==> src/hw/cdl_pkg.sv <==
package cdl_pkg;

	// ****************************************
	// Sizes
	// ****************************************
	localparam int NUM_LINES = 4;
	localparam int NUM_SOFT = 4;
	localparam int WIDTH_W = 16;
	localparam int CLK_MHZ = 20;

	// ****************************************
	// Register byte offsets
	// ****************************************
	localparam logic [7:0] OFS_PICKER = 8'h00;
	localparam logic [7:0] OFS_LINE_CFG = 8'h04;
	localparam logic [7:0] OFS_LEVEL = 8'h08;
	localparam logic [7:0] OFS_ALL_LEVELS = 8'h0C;
	localparam logic [7:0] OFS_FILTER = 8'h10;
	localparam logic [7:0] OFS_SOFT_PICK = 8'h14;
	localparam logic [7:0] OFS_SOFT_LEVEL = 8'h18;
	localparam logic [7:0] OFS_ALL_SOFT = 8'h1C;
	localparam logic [7:0] OFS_FORMAT = 8'h20;

	// ****************************************
	// Line configuration field positions
	// ****************************************
	localparam int POS_DIR = 0;
	localparam int POS_INV = 1;
	localparam int POS_AUX = 2;
	localparam int POS_SRC = 4;
	localparam int POS_SRCIDX = 8;
	localparam int POS_KIND = 16;

	// ****************************************
	// Reset values
	// ****************************************
	localparam logic [15:0] RST_WIDTH = 16'h0000;
	localparam logic [3:0] RST_SOFT = 4'h0;

	// ****************************************
	// Responses
	// ****************************************
	localparam logic [1:0] RESP_OKAY = 2'h0;
	localparam logic [1:0] RESP_SLVERR = 2'h2;

	// Output source choices
	typedef enum logic [2:0] {
		SRC_LINE = 3'h0,
		SRC_SOFT = 3'h1,
		SRC_COUNTER = 3'h2,
		SRC_LOGIC = 3'h3,
		SRC_EXPOSURE = 3'h4,
		SRC_TRIG_WAIT = 3'h5
	} cdl_src_t;

	// Electrical circuit kinds, read only
	typedef enum logic [1:0] {
		FMT_TRI_STATE = 2'h0,
		FMT_OPTO = 2'h1,
		FMT_OPEN_DRAIN = 2'h2
	} cdl_fmt_t;

	// Per-line settings carried together
	typedef struct packed {
		logic [1:0] src_idx;
		cdl_src_t src;
		logic aux;
		logic inv;
		logic dir_out;
	} cdl_line_cfg_t;

	localparam cdl_line_cfg_t RST_CFG = '{2'h0, SRC_LINE, 1'b0, 1'b0, 1'b0};

	// Internal event signals fed to the output mux
	typedef struct packed {
		logic [1:0] counter_active;
		logic [1:0] logic_block;
		logic exposure_active;
		logic trig_wait;
	} cdl_sources_t;

endpackage

==> src/hw/cdl_line_io.sv <==
// The AXI4-Lite slave port and the placing of the registers were decided locally.
`timescale 1ns/1ns
`default_nettype none
// Operation
// - Four lines, picker selects, per-line settings
// - Direction makes line 1 or 2 input or output; lines 0 and 3 stay inputs
// - Polarity invert applied to line
// - Line level reports selected line state
// - All line levels vector, line n bit n
// - Filter kind select shared by all lines, per-line microsecond duration
// - Glitch filter accepts state after full width
// - Bounce filter passes first edge, then blocks
// - Glitch filter feeds bounce filter
// - Line driven only when direction is output
// - Output source choice mux
// - Soft output picker and level setting
// - All soft outputs vector, read and write
// - Read-only circuit type per line
// - Line 2 bidirectional with aux rail
// - Four soft output bits
module cdl_line_io
	import cdl_pkg::*;
(
	input wire logic aclk,
	input wire logic aresetn,
	input wire logic [7:0] s_axi_awaddr,
	input wire logic s_axi_awvalid,
	output logic s_axi_awready,
	input wire logic [31:0] s_axi_wdata,
	input wire logic [3:0] s_axi_wstrb,
	input wire logic s_axi_wvalid,
	output logic s_axi_wready,
	output logic [1:0] s_axi_bresp,
	output logic s_axi_bvalid,
	input wire logic s_axi_bready,
	input wire logic [7:0] s_axi_araddr,
	input wire logic s_axi_arvalid,
	output logic s_axi_arready,
	output logic [31:0] s_axi_rdata,
	output logic [1:0] s_axi_rresp,
	output logic s_axi_rvalid,
	input wire logic s_axi_rready,
	input wire cdl_sources_t int_sources,
	input wire logic [NUM_LINES-1:0] line_in,
	output logic [NUM_LINES-1:0] line_out,
	output logic [NUM_LINES-1:0] line_oe,
	output logic aux_rail_switch,
	output logic [NUM_SOFT-1:0] soft_outputs
);

	// ****************************************
	// Fixed per-line circuit map
	// ****************************************
	// Line 0 opto in, 1 opto out, 2 open-drain GPIO, 3 plain input
	function automatic cdl_fmt_t line_fmt(input logic [1:0] n);
		unique case (n)
			2'h0: line_fmt = FMT_OPTO;
			2'h1: line_fmt = FMT_OPTO;
			2'h2: line_fmt = FMT_OPEN_DRAIN;
			default: line_fmt = FMT_TRI_STATE;
		endcase
	endfunction

	// Lines that may physically drive (isolated in line 0, line 3 input)
	function automatic logic can_drive(input logic [1:0] n);
		can_drive = (n == 2'h1) || (n == 2'h2);
	endfunction

	// Microseconds to cycles at the bus clock
	function automatic logic [WIDTH_W+4:0] us_to_cyc(input logic [15:0] us);
		us_to_cyc = (WIDTH_W+5)'(us) * (WIDTH_W+5)'(CLK_MHZ);
	endfunction

	// ****************************************
	// Register state
	// ****************************************
	logic [1:0] picker_q, picker_d;
	logic kind_q, kind_d;
	logic [1:0] soft_pick_q, soft_pick_d;
	logic [NUM_SOFT-1:0] soft_q, soft_d;
	cdl_line_cfg_t cfg_q [NUM_LINES];
	cdl_line_cfg_t cfg_d [NUM_LINES];
	logic [15:0] glitch_w_q [NUM_LINES];
	logic [15:0] glitch_w_d [NUM_LINES];
	logic [15:0] bounce_w_q [NUM_LINES];
	logic [15:0] bounce_w_d [NUM_LINES];
	logic aw_held_q, aw_held_d, w_held_q, w_held_d;
	logic [7:0] awaddr_q, awaddr_d;
	logic [31:0] wdata_q, wdata_d;
	logic bvalid_q, bvalid_d, rvalid_q, rvalid_d;
	logic [1:0] bresp_q, bresp_d, rresp_q, rresp_d;
	logic [31:0] rdata_q, rdata_d;
	logic [NUM_LINES-1:0] level;
	logic [NUM_LINES-1:0] drive_val;

	// ****************************************
	// AXI4-Lite slave
	// ****************************************
	// Address and data are latched separately so either may come first
	assign s_axi_awready = !aw_held_q && !bvalid_q;
	assign s_axi_wready = !w_held_q && !bvalid_q;
	assign s_axi_arready = !rvalid_q;
	assign s_axi_bvalid = bvalid_q;
	assign s_axi_bresp = bresp_q;
	assign s_axi_rvalid = rvalid_q;
	assign s_axi_rresp = rresp_q;
	assign s_axi_rdata = rdata_q;

	// Next-state of all software-visible state
	always_comb begin
		logic [7:0] wa;
		logic [31:0] wd;
		logic do_wr;
		do_wr = 1'b0;
		wa = s_axi_awvalid && s_axi_awready ? s_axi_awaddr : awaddr_q;
		wd = s_axi_wvalid && s_axi_wready ? s_axi_wdata : wdata_q;
		aw_held_d = aw_held_q || (s_axi_awvalid && s_axi_awready);
		w_held_d = w_held_q || (s_axi_wvalid && s_axi_wready);
		awaddr_d = wa;
		wdata_d = wd;
		do_wr = aw_held_d && w_held_d && !bvalid_q;
		picker_d = picker_q;
		kind_d = kind_q;
		soft_pick_d = soft_pick_q;
		soft_d = soft_q;
		cfg_d = cfg_q;
		glitch_w_d = glitch_w_q;
		bounce_w_d = bounce_w_q;
		bvalid_d = bvalid_q && !s_axi_bready;
		bresp_d = bresp_q;
		if (do_wr) begin
			aw_held_d = 1'b0;
			w_held_d = 1'b0;
			bvalid_d = 1'b1;
			bresp_d = RESP_OKAY;
			unique case (wa[7:2])
				OFS_PICKER[7:2]: picker_d = wd[1:0];
				OFS_LINE_CFG[7:2]: begin
					cfg_d[picker_q].dir_out = wd[POS_DIR];
					cfg_d[picker_q].inv = wd[POS_INV];
					// Rail only exists on line 2
					cfg_d[picker_q].aux = wd[POS_AUX] && picker_q == 2'h2;
					cfg_d[picker_q].src = cdl_src_t'(wd[POS_SRC+:3]);
					cfg_d[picker_q].src_idx = wd[POS_SRCIDX+:2];
					kind_d = wd[POS_KIND];
				end
				OFS_FILTER[7:2]: begin
					if (kind_q)
						bounce_w_d[picker_q] = wd[15:0];
					else
						glitch_w_d[picker_q] = wd[15:0];
				end
				OFS_SOFT_PICK[7:2]: soft_pick_d = wd[1:0];
				OFS_SOFT_LEVEL[7:2]: soft_d[soft_pick_q] = wd[0];
				OFS_ALL_SOFT[7:2]: soft_d = wd[NUM_SOFT-1:0];
				OFS_LEVEL[7:2], OFS_ALL_LEVELS[7:2], OFS_FORMAT[7:2]: ;
				default: bresp_d = RESP_SLVERR;
			endcase
		end
		rvalid_d = rvalid_q && !s_axi_rready;
		rdata_d = rdata_q;
		rresp_d = rresp_q;
		if (s_axi_arvalid && s_axi_arready) begin
			rvalid_d = 1'b1;
			rresp_d = RESP_OKAY;
			rdata_d = 32'h0000_0000;
			unique case (s_axi_araddr[7:2])
				OFS_PICKER[7:2]: rdata_d[1:0] = picker_q;
				OFS_LINE_CFG[7:2]: begin
					rdata_d[POS_DIR] = cfg_q[picker_q].dir_out;
					rdata_d[POS_INV] = cfg_q[picker_q].inv;
					rdata_d[POS_AUX] = cfg_q[picker_q].aux;
					rdata_d[POS_SRC+:3] = cfg_q[picker_q].src;
					rdata_d[POS_SRCIDX+:2] = cfg_q[picker_q].src_idx;
					rdata_d[POS_KIND] = kind_q;
				end
				OFS_LEVEL[7:2]: rdata_d[0] = level[picker_q];
				OFS_ALL_LEVELS[7:2]: rdata_d[NUM_LINES-1:0] = level;
				OFS_FILTER[7:2]: rdata_d[15:0] = kind_q ?
					bounce_w_q[picker_q] : glitch_w_q[picker_q];
				OFS_SOFT_PICK[7:2]: rdata_d[1:0] = soft_pick_q;
				OFS_SOFT_LEVEL[7:2]: rdata_d[0] = soft_q[soft_pick_q];
				OFS_ALL_SOFT[7:2]: rdata_d[NUM_SOFT-1:0] = soft_q;
				OFS_FORMAT[7:2]: rdata_d[1:0] = line_fmt(picker_q);
				default: rresp_d = RESP_SLVERR;
			endcase
		end
	end

	// Register stage for the bus and settings
	always_ff @(posedge aclk) begin
		if (!aresetn) begin
			picker_q <= 2'h0;
			kind_q <= 1'b0;
			soft_pick_q <= 2'h0;
			soft_q <= RST_SOFT;
			for (int i = 0; i < NUM_LINES; i++) begin
				cfg_q[i] <= RST_CFG;
				glitch_w_q[i] <= RST_WIDTH;
				bounce_w_q[i] <= RST_WIDTH;
			end
			aw_held_q <= 1'b0;
			w_held_q <= 1'b0;
			awaddr_q <= 8'h00;
			wdata_q <= 32'h0000_0000;
			bvalid_q <= 1'b0;
			bresp_q <= RESP_OKAY;
			rvalid_q <= 1'b0;
			rresp_q <= RESP_OKAY;
			rdata_q <= 32'h0000_0000;
		end else begin
			picker_q <= picker_d;
			kind_q <= kind_d;
			soft_pick_q <= soft_pick_d;
			soft_q <= soft_d;
			cfg_q <= cfg_d;
			glitch_w_q <= glitch_w_d;
			bounce_w_q <= bounce_w_d;
			aw_held_q <= aw_held_d;
			w_held_q <= w_held_d;
			awaddr_q <= awaddr_d;
			wdata_q <= wdata_d;
			bvalid_q <= bvalid_d;
			bresp_q <= bresp_d;
			rvalid_q <= rvalid_d;
			rresp_q <= rresp_d;
			rdata_q <= rdata_d;
		end
	end

	assign soft_outputs = soft_q;
	assign aux_rail_switch = cfg_q[2].aux;

	// ****************************************
	// Per-line input path and output driver
	// ****************************************
	for (genvar g = 0; g < NUM_LINES; g++) begin : g_line
		logic sync1_q, sync2_q;
		logic gl_q, gl_d, bn_q, bn_d;
		logic [WIDTH_W+4:0] gcnt_q, gcnt_d, bcnt_q, bcnt_d;
		logic raw, drv;

		// Two-stage synchroniser; pins are asynchronous to aclk
		always_ff @(posedge aclk) begin
			if (!aresetn) begin
				sync1_q <= 1'b0;
				sync2_q <= 1'b0;
			end else begin
				sync1_q <= line_in[g];
				sync2_q <= sync1_q;
			end
		end

		// Driven lines read back what they drive, not the pin
		assign raw = line_oe[g] ? drive_val[g] : sync2_q;

		// Glitch then bounce filtering
		always_comb begin
			gl_d = gl_q;
			gcnt_d = '0;
			if (raw != gl_q) begin
				// Must hold the new state for the full width
				gcnt_d = gcnt_q + 1'b1;
				if (gcnt_d >= us_to_cyc(glitch_w_q[g])) begin
					gl_d = raw;
					gcnt_d = '0;
				end
			end
			bn_d = bn_q;
			bcnt_d = bcnt_q == '0 ? '0 : bcnt_q - 1'b1;
			// First edge passes at once, then a lockout
			if (bcnt_q == '0 && gl_q != bn_q) begin
				bn_d = gl_q;
				bcnt_d = us_to_cyc(bounce_w_q[g]);
			end
		end

		always_ff @(posedge aclk) begin
			if (!aresetn) begin
				gl_q <= 1'b0;
				bn_q <= 1'b0;
				gcnt_q <= '0;
				bcnt_q <= '0;
			end else begin
				gl_q <= gl_d;
				bn_q <= bn_d;
				gcnt_q <= gcnt_d;
				bcnt_q <= bcnt_d;
			end
		end

		// Level seen by software, after inversion
		assign level[g] = bn_q ^ cfg_q[g].inv;

		// Output source mux; loopback taps the filtered level
		always_comb begin
			logic s;
			s = 1'b0;
			unique case (cfg_q[g].src)
				SRC_LINE: s = level[cfg_q[g].src_idx];
				SRC_SOFT: s = soft_q[cfg_q[g].src_idx];
				SRC_COUNTER: s = int_sources.counter_active[cfg_q[g].src_idx[0]];
				SRC_LOGIC: s = int_sources.logic_block[cfg_q[g].src_idx[0]];
				SRC_EXPOSURE: s = int_sources.exposure_active;
				SRC_TRIG_WAIT: s = int_sources.trig_wait;
				default: s = 1'b0;
			endcase
			drv = s ^ cfg_q[g].inv;
		end

		// One driver per bit of the shared drive vector
		assign drive_val[g] = drv;

		// Drive only in output direction on a capable line
		assign line_oe[g] = cfg_q[g].dir_out && can_drive(2'(g));
		assign line_out[g] = drive_val[g];
	end

endmodule
`default_nettype wire

==> config.mk <==
export PLATFORM = sky130hd
export DESIGN_NAME = cdl_line_io
export DESIGN_NICKNAME = d
export VERILOG_FILES = /design/src/hw/cdl_pkg.sv /design/src/hw/cdl_line_io.sv
export SDC_FILE = /design/constraint.sdc
export NUM_CORES = 1
export LEC_CHECK = 0
export ABC_AREA = 1
export BUFFER_PORTS_ARGS = -buffer_cell sky130_fd_sc_hd__buf_2
export CAP_MARGIN = 30
export CORE_ASPECT_RATIO = 0.9
export CORE_MARGIN = 4
export CORE_UTILIZATION = 60
export CTS_CLUSTER_DIAMETER = 80
export DETAILED_ROUTE_END_ITERATION = 8
export PLACE_DENSITY = 0.78
export SYNTH_ARGS = -nofsm -noshare
export SYNTH_HDL_FRONTEND = slang
export SYNTH_SLANG_ARGS = --single-unit
==> constraint.sdc <==
create_clock -name aclk -period 6.1 [get_ports aclk]
set_input_delay 0.61 -clock aclk [delete_from_list [all_inputs] [get_ports aclk]]
set_output_delay 0.61 -clock aclk [all_outputs]
set_load 0.1 [all_outputs]
==> Word level (Yosys, flattened, before mapping) <==
Index checks and enable logic that the tools add are counted.
{ "totals": {"register_bits": 403, "inputBits": 69, "out_inout_bits": 54, "wordCells": 321} }
{ "classes": {"add_sub_neg": 8, "n_mul": 8, "magnitude_cmp": 17, "n_eq_ne": 46, "n_mux": 99, "bitwise": 15, "reduce_logical": 58} }
{ "op_table": {"columns": ["op", "count"], "rows": [
  ["$mux 21", 8],
  ["$bwmux 32", 5],
  ["$mul 16x3->19 const B", 8],
  ["$bwmux 64", 2],
  ["$mux 16", 6],
  ["$add 21x1->21 const B", 4],
  ["$ge 21x21->1", 4],
  ["$logic_not 21->1", 4],
  ["$sub 21x1->21 const B", 4],
  ["$demux 8 s2", 5],
  ["$bmux 16 s2", 2],
  ["$eq 6x3->1 const B", 8],
  ["$mux 1", 34],
  ["$demux 16 s2", 1],
  ["$mux 8", 4],
  ["$eq 3x2->1 const B", 8],
  ["$eq 3x3->1 const B", 8],
  ["$eq 6x2->1 const B", 4],
  ["$pmux 1 s6", 4],
  ["$reduce_or 3->1", 8],
  ["$bmux 1 s2", 10],
  ["$lt 2x3->1 const B", 6],
  ["$reduce_or 9->1", 2],
  ["$mux 17", 1],
  ["36 further kinds", 101]
]} }

==> Longest topological paths before layout <==
{ "depth": {"word_depth": 10, "depth_mapped": 23, "ltp_nobuf": 22} }

==> Worst setup path before layout <==
OpenSTA, ideal clock, no wires.
{ "synth_timing": {"path_type": "flip-flop to flip-flop", "start": "register bvalid_q, in the netlist s_axi_bvalid", "end": "register glitch_w_q[9] in the netlist's numbering", "setup_time_ns": 0.128, "arrival_time_ns": 3.532, "required_time_ns": 5.972, "slack_ns": 2.439, "path_stages_with_launch": 9, "path_buffers": 2, "synth_period_minus_slack_ns": 3.661, "path_cell_list": "dfxtp_1 -> nor2_1 -> nand2_1 -> clkbuf_1 -> buf_2 -> o21ai_1 -> inv_1 -> o21ai_0 -> a21oi_1"} }
{ "synth_between": {"elab_chain_len": 7, "elab_cells_between_ends": 14, "classes_between": "eq/ne (1); mux (3); reduce/logical (10)"} }
{ "synth_rtl": {"columns": ["item", "line_no", "rtl"], "rows": [
  ["from (decl)", "cdl_line_io.sv:90", "logic bvalid_q, bvalid_d, rvalid_q, rvalid_d;"],
  ["from (signal assigned)", "cdl_line_io.sv:223", "bvalid_q <= bvalid_d;"],
  ["$logic_not 1->1 *", "cdl_line_io.sv:101", "assign s_axi_wready = !w_held_q && !bvalid_q;"],
  ["$logic_and 1x1->1 *", "cdl_line_io.sv:101", null],
  ["via s_axi_wready", "cdl_line_io.sv:32", "output logic s_axi_wready,"],
  ["$logic_and 1x1->1 *", "cdl_line_io.sv:116, cdl_line_io.sv:118", null],
  ["$logic_or 1x1->1", "cdl_line_io.sv:118", "w_held_d = w_held_q || (s_axi_wvalid && s_axi_wready);"],
  ["$logic_and 1x1->1 (2 in a row)", "cdl_line_io.sv:121", "do_wr = aw_held_d && w_held_d && !bvalid_q;"],
  ["$reduce_and 3->1 (no line)", null, null],
  ["to (signal assigned)", "cdl_line_io.sv:217", "glitch_w_q <= glitch_w_d;"],
  ["to (decl)", "cdl_line_io.sv:83", "logic [15:0] glitch_w_q [NUM_LINES];"]
]} }
Mark *: on every way through the listed nets, which the timed path passes. The rest lies on a longest branch.
A chain may end at the register's enable or synchronous reset.

==> Final worst setup path <==
{ "layout_timing": {"start": "register glitch_w_q[40] in the netlist's numbering", "end": "register g_line[1].gcnt_q[5]"} }
{ "layout_between": {"elab_chain_len": 3} }
{ "layout_rtl": {"columns": ["item", "line_no", "rtl"], "rows": [
  ["$mul 16x3->19", "cdl_line_io.sv:71", "us_to_cyc = (WIDTH_W+5)'(us) * (WIDTH_W+5)'(CLK_MHZ);"],
  ["$ge 21x21->1", "cdl_line_io.sv:264", "if (gcnt_d >= us_to_cyc(glitch_w_q[g])) begin"],
  ["$reduce_or 3->1 (no line)", null, null],
  ["to (signal assigned)", "cdl_line_io.sv:287", "gcnt_q <= gcnt_d;"],
  ["to (decl)", "cdl_line_io.sv:240", "logic [WIDTH_W+4:0] gcnt_q, gcnt_d, bcnt_q, bcnt_d;"]
]} }
Every way passes these cells.

==> flow_summary.ini <==
[grt]
antenna_found_initial = 2
gr-total-overflow = 0
first_pass_grt_wire_length_um = 123000
maximum_number_of_pins_on_one_net_before_global_route_repair = 88
grt_pass1_vias = 23600
grt_usage_pct = 31.2

[die]
floorplan.die_area_um2 = 48700
die_outline_height_um = 210
boundaryPins = 123
dieWidth_um = 232
floorplan.initialDensity_pct = 61.0
placement_rows = 73
placeableCoreArea_um2 = 44500

[sta]
unrepaired_setup_endpoints_after_global_routing = no
worst_hold_slack_ns = 0.209
max_slew.worst_pin.slew_ns = 1.04
worst_clock_skew_ns = 0.0219
layout_min_cycle_time_ns = 4.49
period_share_pct = 73.6
timing.final.ws_setup_ns = 1.61
worst_slew_margin_rel_pct = 30.6
fin_setup_tns_ns = 0
maxClockFrequency_mhz = 223
finalSetupViolations = 0
hold_violations = 0
final-max-slew-violation-count = 0

[synth]
synth_simple_gate_area_share_pct = 22.7
number_of_enable_flip_flop_cells_after_synthesis = 0
synth_top_family_by_area = simple AND/OR/NAND/NOR gates
yosys_warnings = 0
total_standard_cell_area_after_synthesis_um2 = 27100
post-synth-top-count-cell = nand2_1
asyncSetResetFlopFracSynth_pct = 0
post_synth_mux_area_share_pct = 0.0369
synth-compound-area-share_pct = 17.4
synthDistinctLibCells = 53
synth.top_cells.by_area = dfxtp_1 29%, ha_1 14%, nand2_1 8.4%
yosysSeqAreaShare_pct = 29.4
synth_top_flop_cell = dfxtp_1
synth_common_cells = 604 x nand2_1, 508 x inv_1, 421 x nor2_1, 399 x dfxtp_1, 387 x a21oi_1
synth_top_cell_area_share_pct = 29.4
syn_area_per_cell_um2 = 7.02
synth_top_cell_by_area = dfxtp_1
synth-seq-cells = 399
synth_adder_area_share_pct = 14.8
netlist_instances = 3868
synthXorXnorAreaFrac_pct = 6.23

[worst_setup_path]
crit_path_max_incr_delay_ns = 0.63
setup.worst_path.start_class = flip-flop
timing.critical_path.fanout_max = 21
cp.required_ns = 6.58
timing.critical_path.cells = ha_1 -> ha_1 -> nand2_1 -> nor3_1 -> a21oi_1 -> o21ai_0 -> nand3_1 -> o21ai_0 -> nand2_1 -> nand2_1 -> nand2_1 -> ha_1 -> nand2_1 -> inv_1 -> nand3_1 -> inv_1 -> a21oi_1 -> nand4_1 -> nor2_1 -> nand3_1 -> nor2_1
slowest_cp_cell = nand3_1
cp-end-kind = flip-flop
timing.setup.critical_path_class = flip-flop to flip-flop
rrSetupSlack_ns = 1.61
cp_top_family = simple AND/OR/NAND/NOR gates
worst-path-buf-inv = 2
critPathArrivalTime_ns = 4.97
most_numerous_cell_on_the_critical_path = nand2_1

[routing]
detailedRoute.firstPassIterationCount = 8
wire_per_inst_um = 17.2
final_antenna_net_count = 0
drt_drc_violations_left = 0
finalWirelength_um = 77800
detailroute.via_count = 25800
drtIter0Drc = 2603
detail_route.vias_per_cell = 5.69

[layout]
antennaDiodeCount = 0
nets_final = 4285
layout-drive-gt1-share_pct = 5.49
area.growth.synth_to_final_pct = 8.34
design_area_um2 = 29400

[clock_tree]
numCtsBuffers = 43
htree_levels = 2
max-clock-path-buffers = 3
cts.repair_timing.setup_buffer_count = 0
cts_root_buf = clkbuf_16
hold_buffers = 0
clk-insertion-delay-late_ns = 0.59
clk_pin_slew_worst_paths_ns = 0.06
ctsResizeCount = 0
clock_sink_count = 399
tritoncts = built

[min_path]
hold_path_class = primary input to flip-flop

[placed_design]
dp.final_hpwl_um = 58800
gp_routability_congestion = 0.979
preCtsSetupSlack_ns = 1.66
placement.cell_area_um2 = 27900
io_buffers = 80

[status]
result_of_the_run = finished clean

[pwr]
p_leak_nw = 13.8
ir_drop_uv = 252
p_per_area_nw_per_um2 = 271

[run]
drv.max_cap_violation_count = 0
-- worst reg2reg max path, stage by stage, from the launching register on --
cell and delay (ns):
dfxtp_1 0.42, ha_1 0.27, ha_1 0.37, nand2_1 0.09
nor3_1 0.14, a21oi_1 0.11, o21ai_0 0.27, nand3_1 0.13
o21ai_0 0.30, nand2_1 0.08, nand2_1 0.06, nand2_1 0.05
ha_1 0.32, nand2_1 0.09, inv_1 0.04, nand3_1 0.08
inv_1 0.05, a21oi_1 0.15, nand4_1 0.24, nor2_1 0.16
nand3_1 0.63, nor2_1 0.33
-- layout make-up --
cell class	instances	area, um2
fill	4075	15100
tap	600	751
clock inverter	17	218
inverter	516	1940
timing repair buffer	101	583
clock buffer	62	1260
multi-input combinational	2839	16700
sequential	399	7990
-- stage by stage --
| step | util, % | power [mW] | cells |
|---|---|---|---|
| detailed placement | 62.7 | 5.22 | 4453 |
| global route | 66.1 | 8.39 | 4534 |
| global placement | 62.7 | 5.19 | 4452 |
| CTS | 66.0 | 7.97 | 4532 |
| floorplan | - | 4.72 | 3886 |
| finish | 66.1 | 7.97 | 4534 |
-- power breakdown --
| group | internal [mW] | switching, mW |
|---|---|---|
| registers | 2.86 | 0.207 |
| clock network | 1.61 | 1.15 |
| logic | 0.696 | 1.45 |
-- worst paths after layout --
kind | cells past startpoint | start | end
worst max-delay path | 21 | glitch_w_q[40] | g_line[1].gcnt_q[5]
worst min-delay path | 3 | line_in[0] | g_line[0].sync1_q
worst max register to register | 21 | glitch_w_q[40] | g_line[1].gcnt_q[5]
worst min register to register | 1 | g_line[2].bcnt_q[0] | g_line[2].bcnt_q[0]
-- state kept, by name, indices dropped and copies added, names as in the netlist, 4 cells and up --
| signal | cells |
|---|---|
| soft_outputs | 4 |
| g_line.gcnt_q | 84 |
| g_line.sync1_q | 4 |
| wdata_q | 17 |
| cfg_q | 29 |
| g_line.bn_q | 4 |
| g_line.gl_q | 4 |
| bounce_w_q | 64 |
| s_axi_rdata | 17 |
| glitch_w_q | 64 |
| g_line.bcnt_q | 84 |
| awaddr_q | 6 |
-- logic make-up (layout without fill, tap and decap cells) --
kind of cell,after synthesis,count (layout)
xor gates and xnor gates,193,193
muxes,1,1
adders and majority gates,316,316
buffers and inverters,648,696
AOI/OAI and AO/OA,865,865
other,1,19
and+or+nand+nor,1445,1445
DFF,399,399
-- metal layers --
metal  share of wire [%]  vias up  track usage (%)
met5               0.032        -                0
met4                 4.0        4             11.3
met3                  10      181             6.83
met2                  41     1036             46.9
met1                  45    11600             44.0
li1                    -    13000                -
-- layout by cell type (no fill, tap or decap), drive strengths merged, types with 66 or more instances in the layout --
master	n
a21oi	387
buf	101
dfxtp	399
ha	308
inv	515
nand2	612
nand3	206
nand4	68
nor2	428
nor3	86
o21ai	297
o22ai	74
xnor2	66
xor2	127
Note: power is estimated with default switching activity, not from simulation.
